--- config.mk ---
export PLATFORM = sky130hd
export DESIGN_NAME = mstep_ctrl
export DESIGN_NICKNAME = d
export VERILOG_FILES = /design/src/logic/mstep_pkg.sv /design/src/logic/mstep_ctrl.sv
export SDC_FILE = /design/constraint.sdc
export NUM_CORES = 1
export LEC_CHECK = 0
export BUFFER_PORTS_ARGS = -buffer_cell sky130_fd_sc_hd__buf_4
export CELL_PAD_IN_SITES_DETAIL_PLACEMENT = 0
export CELL_PAD_IN_SITES_GLOBAL_PLACEMENT = 1
export CORE_ASPECT_RATIO = 1.2
export CORE_MARGIN = 2
export CORE_UTILIZATION = 33
export CTS_CLUSTER_SIZE = 28
export DETAILED_ROUTE_END_ITERATION = 6
export PLACE_DENSITY = 0.79
export SKIP_LAST_GASP = 1
export SLEW_MARGIN = 10
export SYNTH_ARGS = -nofsm -noshare
export SYNTH_HDL_FRONTEND = slang
export SYNTH_SLANG_ARGS = --single-unit
--- constraint.sdc ---
create_clock -name sys_clk_in -period 1.4 [get_ports sys_clk_in]
set_clock_uncertainty 0.05 [all_clocks]
set_input_delay 0.42 -clock sys_clk_in [delete_from_list [all_inputs] [get_ports sys_clk_in]]
set_output_delay 0.42 -clock sys_clk_in [all_outputs]
set_load 0.05 [all_outputs]
--- src/logic/mstep_pkg.sv ---
/*
 * mstep_pkg: register map, field positions, reset values and output
 * step codes for the motor step control block.
 * Assumes a 32-bit AXI4-Lite bus and 8-bit registers in the low lane.
 */
package mstep_pkg;
	localparam int                ADDR_W           = 4;
	// register byte addresses
	localparam logic [ADDR_W-1:0] OFF_STEP_CTRL    = 4'h0;
	localparam logic [ADDR_W-1:0] OFF_MODE_CTRL    = 4'h4;
	localparam logic [ADDR_W-1:0] OFF_PHASE_STATE  = 4'h8;
	localparam logic [ADDR_W-1:0] OFF_PRELOAD_VIEW = 4'hc;
	// motor_step_control fields
	localparam int                POS_REF_LO       = 6;
	localparam int                POS_EDGE_SEL     = 5;
	localparam int                POS_HW_DEMAG     = 4;
	localparam int                POS_SW_DEMAG     = 3;
	localparam int                POS_TOP_BIT      = 2;
	// mode control fields
	localparam int                POS_VC_SEL       = 0;
	localparam int                POS_SENSOR_SEL   = 1;
	localparam int                POS_DIRECT       = 2;
	localparam logic [7:0]        RST_REG8         = 8'h00;
	localparam logic [2:0]        RST_MODE         = 3'h0;
	// axi responses
	localparam logic [1:0]        RESP_OKAY        = 2'h0;
	localparam logic [1:0]        RESP_SLVERR      = 2'h2;
	// pwm step arrangement on pwm_step_mode_out
	typedef enum logic [2:0] {
		MSTEP_PWM_EVEN    = 3'b000,
		MSTEP_PWM_ODD     = 3'b001,
		MSTEP_PWM_ALT     = 3'b010,
		MSTEP_PWM_ALL     = 3'b011,
		MSTEP_PWM_NON_ALT = 3'b100
	} mstep_pwm_t;
endpackage

--- src/logic/mstep_ctrl.sv ---
/*
 * mstep_ctrl: motor step control register with preload stage, comparator
 * edge selection, demagnetization event gating and PWM step selection,
 * reached over AXI4-Lite.
 * Assumes commutation and demagnetization detect strobes are one-cycle
 * pulses on sys_clk_in; comparator input is asynchronous.
 */
// The AXI4-Lite interface to the registers and the register offsets are this design's own decisions.
// How it works
// - motor_step_control is an 8-bit read/write register cleared to zero by reset.
// - bits 7:6 pick the comparator reference level 0.2V, 0.6V, 1.2V or 2.5V.
// - bit 5 at 0 detects zero crossings on the falling edge, at 1 on the rising edge.
// - hardware demagnetization events pass only while bit 4 is set.
// - software demagnetization events pass only while bit 3 is set.
// - bits 2:0 choose the PWM arrangement across each commutation step.
// - after demagnetization bits 1:0 pick even, odd, alternate or all active channels.
// - edge select, both demag enables and the top mode bit wait in preload until commutation.
// - only the top mode bit is preloaded; bits 1:0 act as soon as written.
// - the voltage/current bit picks voltage mode at 0 and current mode at 1.
// - sensor select at 1 runs with sensors and ignores the top mode bit.
// - in direct access mode a phase state write moves all preload values at once.
`timescale 1ns/1ns
module mstep_ctrl (
	input  wire logic                        sys_clk_in,
	input  wire logic                        rstn_in,
	input  wire logic [mstep_pkg::ADDR_W-1:0] s_awaddr_in,
	input  wire logic                        s_awvalid_in,
	output logic                             s_awready_out,
	input  wire logic [31:0]                 s_wdata_in,
	input  wire logic [3:0]                  s_wstrb_in,
	input  wire logic                        s_wvalid_in,
	output logic                             s_wready_out,
	output logic [1:0]                       s_bresp_out,
	output logic                             s_bvalid_out,
	input  wire logic                        s_bready_in,
	input  wire logic [mstep_pkg::ADDR_W-1:0] s_araddr_in,
	input  wire logic                        s_arvalid_in,
	output logic                             s_arready_out,
	output logic [31:0]                      s_rdata_out,
	output logic [1:0]                       s_rresp_out,
	output logic                             s_rvalid_out,
	input  wire logic                        s_rready_in,
	input  wire logic                        commutation_in,
	input  wire logic                        comparator_in,
	input  wire logic                        hw_demag_det_in,
	input  wire logic                        sw_demag_req_in,
	output logic [1:0]                       ref_threshold_sel_out,
	output logic                             zero_cross_out,
	output logic                             demag_event_out,
	output logic                             after_demag_out,
	output logic [2:0]                       pwm_step_mode_out
);
	import mstep_pkg::*;

	logic [ADDR_W-1:0] aw_addr;
	logic              aw_held;
	logic [7:0]        w_data;
	logic              w_strb0;
	logic              w_held;
	logic              next_aw_held;
	logic              next_w_held;
	logic              next_bvalid;
	logic              wr_commit;
	logic              wr_hit;
	logic              next_rvalid;
	logic [7:0]        rd_val;
	logic              rd_hit;

	// software visible state
	logic [1:0]        ref_threshold_sel;
	logic [1:0]        post_demag_pwm_sel;
	logic [3:0]        pre_bits;
	logic [3:0]        act_bits;
	logic              voltage_current_sel;
	logic              sensor_select;
	logic              direct_access;
	logic [7:0]        phase_state_reg;
	logic              load_preload;

	logic              cmp_s1;
	logic              cmp_s2;
	logic              cmp_s3;
	logic              after_demag;
	logic              demag_now;
	mstep_pwm_t        next_pwm;

	wire logic zero_cross_edge_sel = act_bits[3];
	wire logic hw_demag_enable     = act_bits[2];
	wire logic sw_demag_enable     = act_bits[1];
	wire logic step_mode_top_bit   = act_bits[0];

	function automatic logic addr_known(input logic [ADDR_W-1:0] a);
		addr_known = (a == OFF_STEP_CTRL) || (a == OFF_MODE_CTRL) ||
			(a == OFF_PHASE_STATE) || (a == OFF_PRELOAD_VIEW);
	endfunction

	// write channel: address and data taken in either order
	always_comb begin
		next_aw_held = aw_held | (s_awvalid_in & s_awready_out);
		next_w_held  = w_held | (s_wvalid_in & s_wready_out);
		wr_commit    = aw_held & w_held & ~s_bvalid_out;
		if (wr_commit) begin
			next_aw_held = 1'b0;
			next_w_held  = 1'b0;
		end
		next_bvalid = wr_commit | (s_bvalid_out & ~s_bready_in);
		wr_hit      = wr_commit & w_strb0;
	end

	always_ff @(posedge sys_clk_in) begin
		if (!rstn_in) begin
			aw_held       <= 1'b0;
			w_held        <= 1'b0;
			aw_addr       <= '0;
			w_data        <= RST_REG8;
			w_strb0       <= 1'b0;
			s_awready_out <= 1'b0;
			s_wready_out  <= 1'b0;
			s_bvalid_out  <= 1'b0;
			s_bresp_out   <= RESP_OKAY;
		end else begin
			aw_held       <= next_aw_held;
			w_held        <= next_w_held;
			s_awready_out <= ~next_aw_held & ~next_bvalid;
			s_wready_out  <= ~next_w_held & ~next_bvalid;
			s_bvalid_out  <= next_bvalid;
			if (s_awvalid_in && s_awready_out) begin
				aw_addr <= s_awaddr_in;
			end
			if (s_wvalid_in && s_wready_out) begin
				w_data  <= s_wdata_in[7:0];
				w_strb0 <= s_wstrb_in[0];
			end
			if (wr_commit) begin
				s_bresp_out <= addr_known(aw_addr) ? RESP_OKAY : RESP_SLVERR;
			end
		end
	end

	// direct access load on phase state write
	always_comb begin
		load_preload = direct_access ? (wr_hit && aw_addr == OFF_PHASE_STATE) : commutation_in;
	end

	always_ff @(posedge sys_clk_in) begin
		if (!rstn_in) begin
			ref_threshold_sel   <= RST_REG8[7:6];
			post_demag_pwm_sel  <= RST_REG8[1:0];
			pre_bits            <= RST_REG8[5:2];
			voltage_current_sel <= RST_MODE[POS_VC_SEL];
			sensor_select       <= RST_MODE[POS_SENSOR_SEL];
			direct_access       <= RST_MODE[POS_DIRECT];
			phase_state_reg     <= RST_REG8;
		end else if (wr_hit) begin
			case (aw_addr)
				OFF_STEP_CTRL: begin
					ref_threshold_sel  <= w_data[POS_REF_LO +: 2];
					// low mode bits act at once
					post_demag_pwm_sel <= w_data[1:0];
					pre_bits           <= w_data[POS_EDGE_SEL:POS_TOP_BIT];
				end
				OFF_MODE_CTRL: begin
					voltage_current_sel <= w_data[POS_VC_SEL];
					sensor_select       <= w_data[POS_SENSOR_SEL];
					direct_access       <= w_data[POS_DIRECT];
				end
				OFF_PHASE_STATE: begin
					phase_state_reg <= w_data;
				end
				default: begin
				end
			endcase
		end
	end

	always_ff @(posedge sys_clk_in) begin
		if (!rstn_in) begin
			act_bits <= RST_REG8[5:2];
		end else if (load_preload) begin
			act_bits <= pre_bits;
		end
	end

	// step control reads return active values, not the preload; the preload view returns pre_bits
	always_comb begin
		rd_hit = 1'b1;
		case (s_araddr_in)
			OFF_STEP_CTRL:    rd_val = {ref_threshold_sel, act_bits, post_demag_pwm_sel};
			OFF_MODE_CTRL:    rd_val = {5'h00, direct_access, sensor_select, voltage_current_sel};
			OFF_PHASE_STATE:  rd_val = phase_state_reg;
			OFF_PRELOAD_VIEW: rd_val = {2'h0, pre_bits, 2'h0};
			default: begin
				rd_val = 8'h00;
				rd_hit = 1'b0;
			end
		endcase
		next_rvalid = (s_arvalid_in & s_arready_out) | (s_rvalid_out & ~s_rready_in);
	end

	always_ff @(posedge sys_clk_in) begin
		if (!rstn_in) begin
			s_arready_out <= 1'b0;
			s_rvalid_out  <= 1'b0;
			s_rdata_out   <= 32'h0000_0000;
			s_rresp_out   <= RESP_OKAY;
		end else begin
			s_arready_out <= ~next_rvalid;
			s_rvalid_out  <= next_rvalid;
			if (s_arvalid_in && s_arready_out) begin
				s_rdata_out <= {24'h00_0000, rd_val};
				s_rresp_out <= rd_hit ? RESP_OKAY : RESP_SLVERR;
			end
		end
	end

	// comparator is asynchronous: two stages before use
	always_ff @(posedge sys_clk_in) begin
		if (!rstn_in) begin
			cmp_s1 <= 1'b0;
			cmp_s2 <= 1'b0;
			cmp_s3 <= 1'b0;
		end else begin
			cmp_s1 <= comparator_in;
			cmp_s2 <= cmp_s1;
			cmp_s3 <= cmp_s2;
		end
	end

	always_comb begin
		demag_now = (hw_demag_det_in & hw_demag_enable) | (sw_demag_req_in & sw_demag_enable);
	end

	always_comb begin
		if (after_demag || sensor_select) begin
			// after demag, or whole step with sensors
			next_pwm = mstep_pwm_t'({1'b0, post_demag_pwm_sel});
		end else if (!voltage_current_sel) begin
			next_pwm = step_mode_top_bit ? MSTEP_PWM_ALT : MSTEP_PWM_NON_ALT;
		end else begin
			next_pwm = step_mode_top_bit ? MSTEP_PWM_ODD : MSTEP_PWM_EVEN;
		end
	end

	always_ff @(posedge sys_clk_in) begin
		if (!rstn_in) begin
			after_demag           <= 1'b0;
			after_demag_out       <= 1'b0;
			demag_event_out       <= 1'b0;
			zero_cross_out        <= 1'b0;
			ref_threshold_sel_out <= RST_REG8[7:6];
			pwm_step_mode_out     <= MSTEP_PWM_EVEN;
		end else begin
			// a new step restarts before demag, so commutation wins
			if (commutation_in) begin
				after_demag <= 1'b0;
			end else if (demag_now) begin
				after_demag <= 1'b1;
			end
			after_demag_out <= after_demag;
			demag_event_out <= demag_now;
			zero_cross_out <= zero_cross_edge_sel ? (cmp_s2 & ~cmp_s3) : (~cmp_s2 & cmp_s3);
			ref_threshold_sel_out <= ref_threshold_sel;
			pwm_step_mode_out     <= next_pwm;
		end
	end
endmodule

==> impl_metrics.py <==
metrics = {
    "status": {
        "status": "finished with violations",
        "violations": "negative setup slack",
    },
    "setup_path": {
        "crit_required_ns": 1.62,
        "r2r_end": "pre_bits[2]",
        "cp.arrival_ns": 1.67,
        "crit_path_end_kind": "flip-flop",
        "cp-start-kind": "flip-flop",
        "r2r_setup_slack_ns": -0.06,
        "cp-startpoint": "s_bvalid_out",
        "path_class": "reg2reg",
        "worst-path-max-fanout": 6,
        "r2r-start": "s_bvalid_out",
        "reg2regPathDepth": 6,
    },
    "hold_path": {
        "hold-path-endpoint": "cmp_s1",
        "holdCritStartpoint": "comparator_in",
        "worstHoldPathCells": 2,
        "hp-class": "in2reg",
    },
    "clock_network": {
        "cts-hold-fix-buffers": 0,
        "cts-htree-levels": 3,
        "numCtsBuffers": 9,
        "cts_num_sinks": 65,
        "clockBufferDepth": 2,
        "cts-root-buf": "clkbuf_8",
        "worst_skew_pair.late_latency_ns": 0.34,
        "cts_tree": "done",
        "clkSlewWorstSetupHoldPaths_ns": 0.07,
    },
    "global_route": {
        "globalRouteOverflowTotal": 0,
        "grtUsageTotal_pct": 13.55,
        "grt_pass1_vias": 2223,
        "antenna_found_initial": 0,
        "grt_max_degree": 25,
        "grt_pass1_wl_um": 10610,
    },
    "cells_and_area": {
        "final_cell_area_um2": 3780,
        "drive_gt1_share_pct": 32.38,
        "nNetsFinal": 433,
        "layout_commonest_cell": "buf_4",
        "insertedDiodeCount": 0,
        "fillers": 859,
        "syn2layout_area_growth_pct": 29.49,
        "instances_no_fill": 500,
        "layout_common_cells": "62 x buf_4, 58 x dfxtp_1, 32 x nand2_1, 26 x conb_1, 21 x nand3_1",
    },
    "power_and_ir_drop": {
        "p_seq_share_pct": 49.5,
        "power.switching_mw": 1.092,
        "p_int_mw": 2.822,
        "comb_power_share_pct": 14.5,
        "leakagePower_nw": 1.507,
        "power_density_nw_per_um2": 1036,
        "ir_worst_vdd_mv": 0.3866,
        "p_clk_share_pct": 36.0,
        "switching_share_pct": 27.91,
    },
    "sta": {
        "timing.hold.ws_ns": 0.2439,
        "tns_ns": -0.2915,
        "setup_viol": 15,
        "drv_slew": 0,
        "rsz0062_at_grt": "yes",
        "hold_viol": 0,
        "post-route-min-period_ns": 1.457,
        "min_period_over_period_pct": 104.0,
        "worst_slack_ns": -0.05665,
        "max_freq_mhz": 686.5,
    },
    "logic_synthesis": {
        "synth-seq-cells": 65,
        "ys_seq_area_share_pct": 44.58,
        "syn_inst": 312,
        "netlist_area_um2": 2919,
        "synth-edff-count": 0,
        "synthFlopType": "dfxtp_1",
        "netlist_top_cells_area": "dfxtp_1 45%, buf_4 6.7%, a21boi_0 5.7%, nand3_1 5.5%, a21boi_1 4.4%",
        "async_flop_share_pct": 0,
        "avgSynthCellArea_um2": 9.356,
        "synth_cell_type_count": 41,
        "synth_top_area_share_pct": 44.58,
        "yosysWarningCount": 0,
        "synth_top_area_cell": "dfxtp_1",
    },
    "drt": {
        "vias_per_cell": 4.890,
        "drtIter0Drc": 175,
        "num_vias": 2445,
        "wl_per_cell_um": 13.54,
        "totalWireLength_um": 6772,
        "dr.pass1.iters": 4,
        "drc": 0,
        "ant_nets": 0,
    },
    "floorplanning": {
        "die_w_um": 89.86,
        "rows": 37,
        "coreArea_um2": 8564,
        "die_area_um2": 9617,
        "ios": 104,
        "initial_utilization_pct": 34.08,
        "die-height_um": 107.0,
    },
    "placed_design": {
        "dpl_cell_area_um2": 3400,
        "post-place-ws_ns": -0.1320,
        "place_congestion": 0.7767,
        "port_buffers": 50,
        "hpwl_um": 4416,
        "dp_cells": 477,
    },
    "job": {
        "maxCapViolCount": 0,
    },
}
[worst max-delay path, cell delays in order (launching register included)]
cell	delay, ns
dfxtp_4	0.36
buf_6	0.13
nor4b_4	0.28
buf_6	0.18
clkbuf_16	0.15
nand3_2	0.06
a21boi_1	0.16
[routing by layer]
layer | track usage (%) | routed length (um) | vias to the layer above
li1 | - | - | 1193
met1 | 17.00 | 3067 | 1163
met2 | 21.92 | 3187 | 77
met3 | 3.865 | 385 | 12
met4 | 5.714 | 131 | 0
met5 | 0 | 0 | -
[worst max-delay path by stage]
stage | slack, ns | to
floorplan | -0.07 | act_bits[0]
global placement | -0.12 | s_rdata_out[7]
detailed placement | -0.13 | s_rdata_out[7]
CTS | -0.07 | phase_state_reg[0]
global route | -0.16 | pre_bits[2]
finish | -0.06 | pre_bits[2]
[power groups by stage]
stage	clock network [mW]	registers [mW]	logic, mW
after floorplan	0	2.02	0.372
after global placement	0	1.97	0.504
after detailed placement	0	1.97	0.507
after CTS	1.44	1.93	0.516
after global routing	1.52	1.94	0.598
final	1.41	1.94	0.567
[repair_timing]
item                                    in CTS  in global routing
gates cloned                                 1                  4
endpoints found under the setup margin      25                 25
pin swaps                                    0                 21
buffers inserted                             1                  1
gates resized for setup                      5                 29
[per-stage QoR]
stage	total power, mW	util (%)
floorplan	2.388	-
global placement	2.471	39.69
detailed placement	2.476	39.69
CTS	3.886	42.12
global route	4.065	44.13
finish	3.914	44.13
[final cells by class]
class	count	area, um^2	area share, %
Tap cell	117	146.4	3.873
Sequential cell	65	1320	34.92
Clock buffer	13	158.9	4.204
Timing Repair Buffer	72	626.9	16.58
Multi-Input combinational cell	230	1513	40.02
Clock inverter	3	15.01	0.3972
[cell usage after synthesis (all sizes together) (2+ instances only)]
cell type	number
and2	9
o211ai	4
mux2	4
nor2b	2
nand2	32
buf	33
o2bb2ai	2
nand2b	3
and3	4
and4b	2
nand4b	2
mux2i	7
dfxtp	65
or4	2
nor2	7
a21boi	39
o21ai	24
nand3b	3
nand3	32
a22o	6
a21oi	2
nand4	4
clkbuf	10
[cell families after synthesis]
logic type      count (synthesis)  share of synthesized area (%)
compound gates                 80                          19.59
buf+inv                        44                          10.16
flops                          65                          44.58
mux                            12                          4.715
other cells                     1                         0.1285
simple gates                  110                          20.83
(Power assumes the default switching activity.)
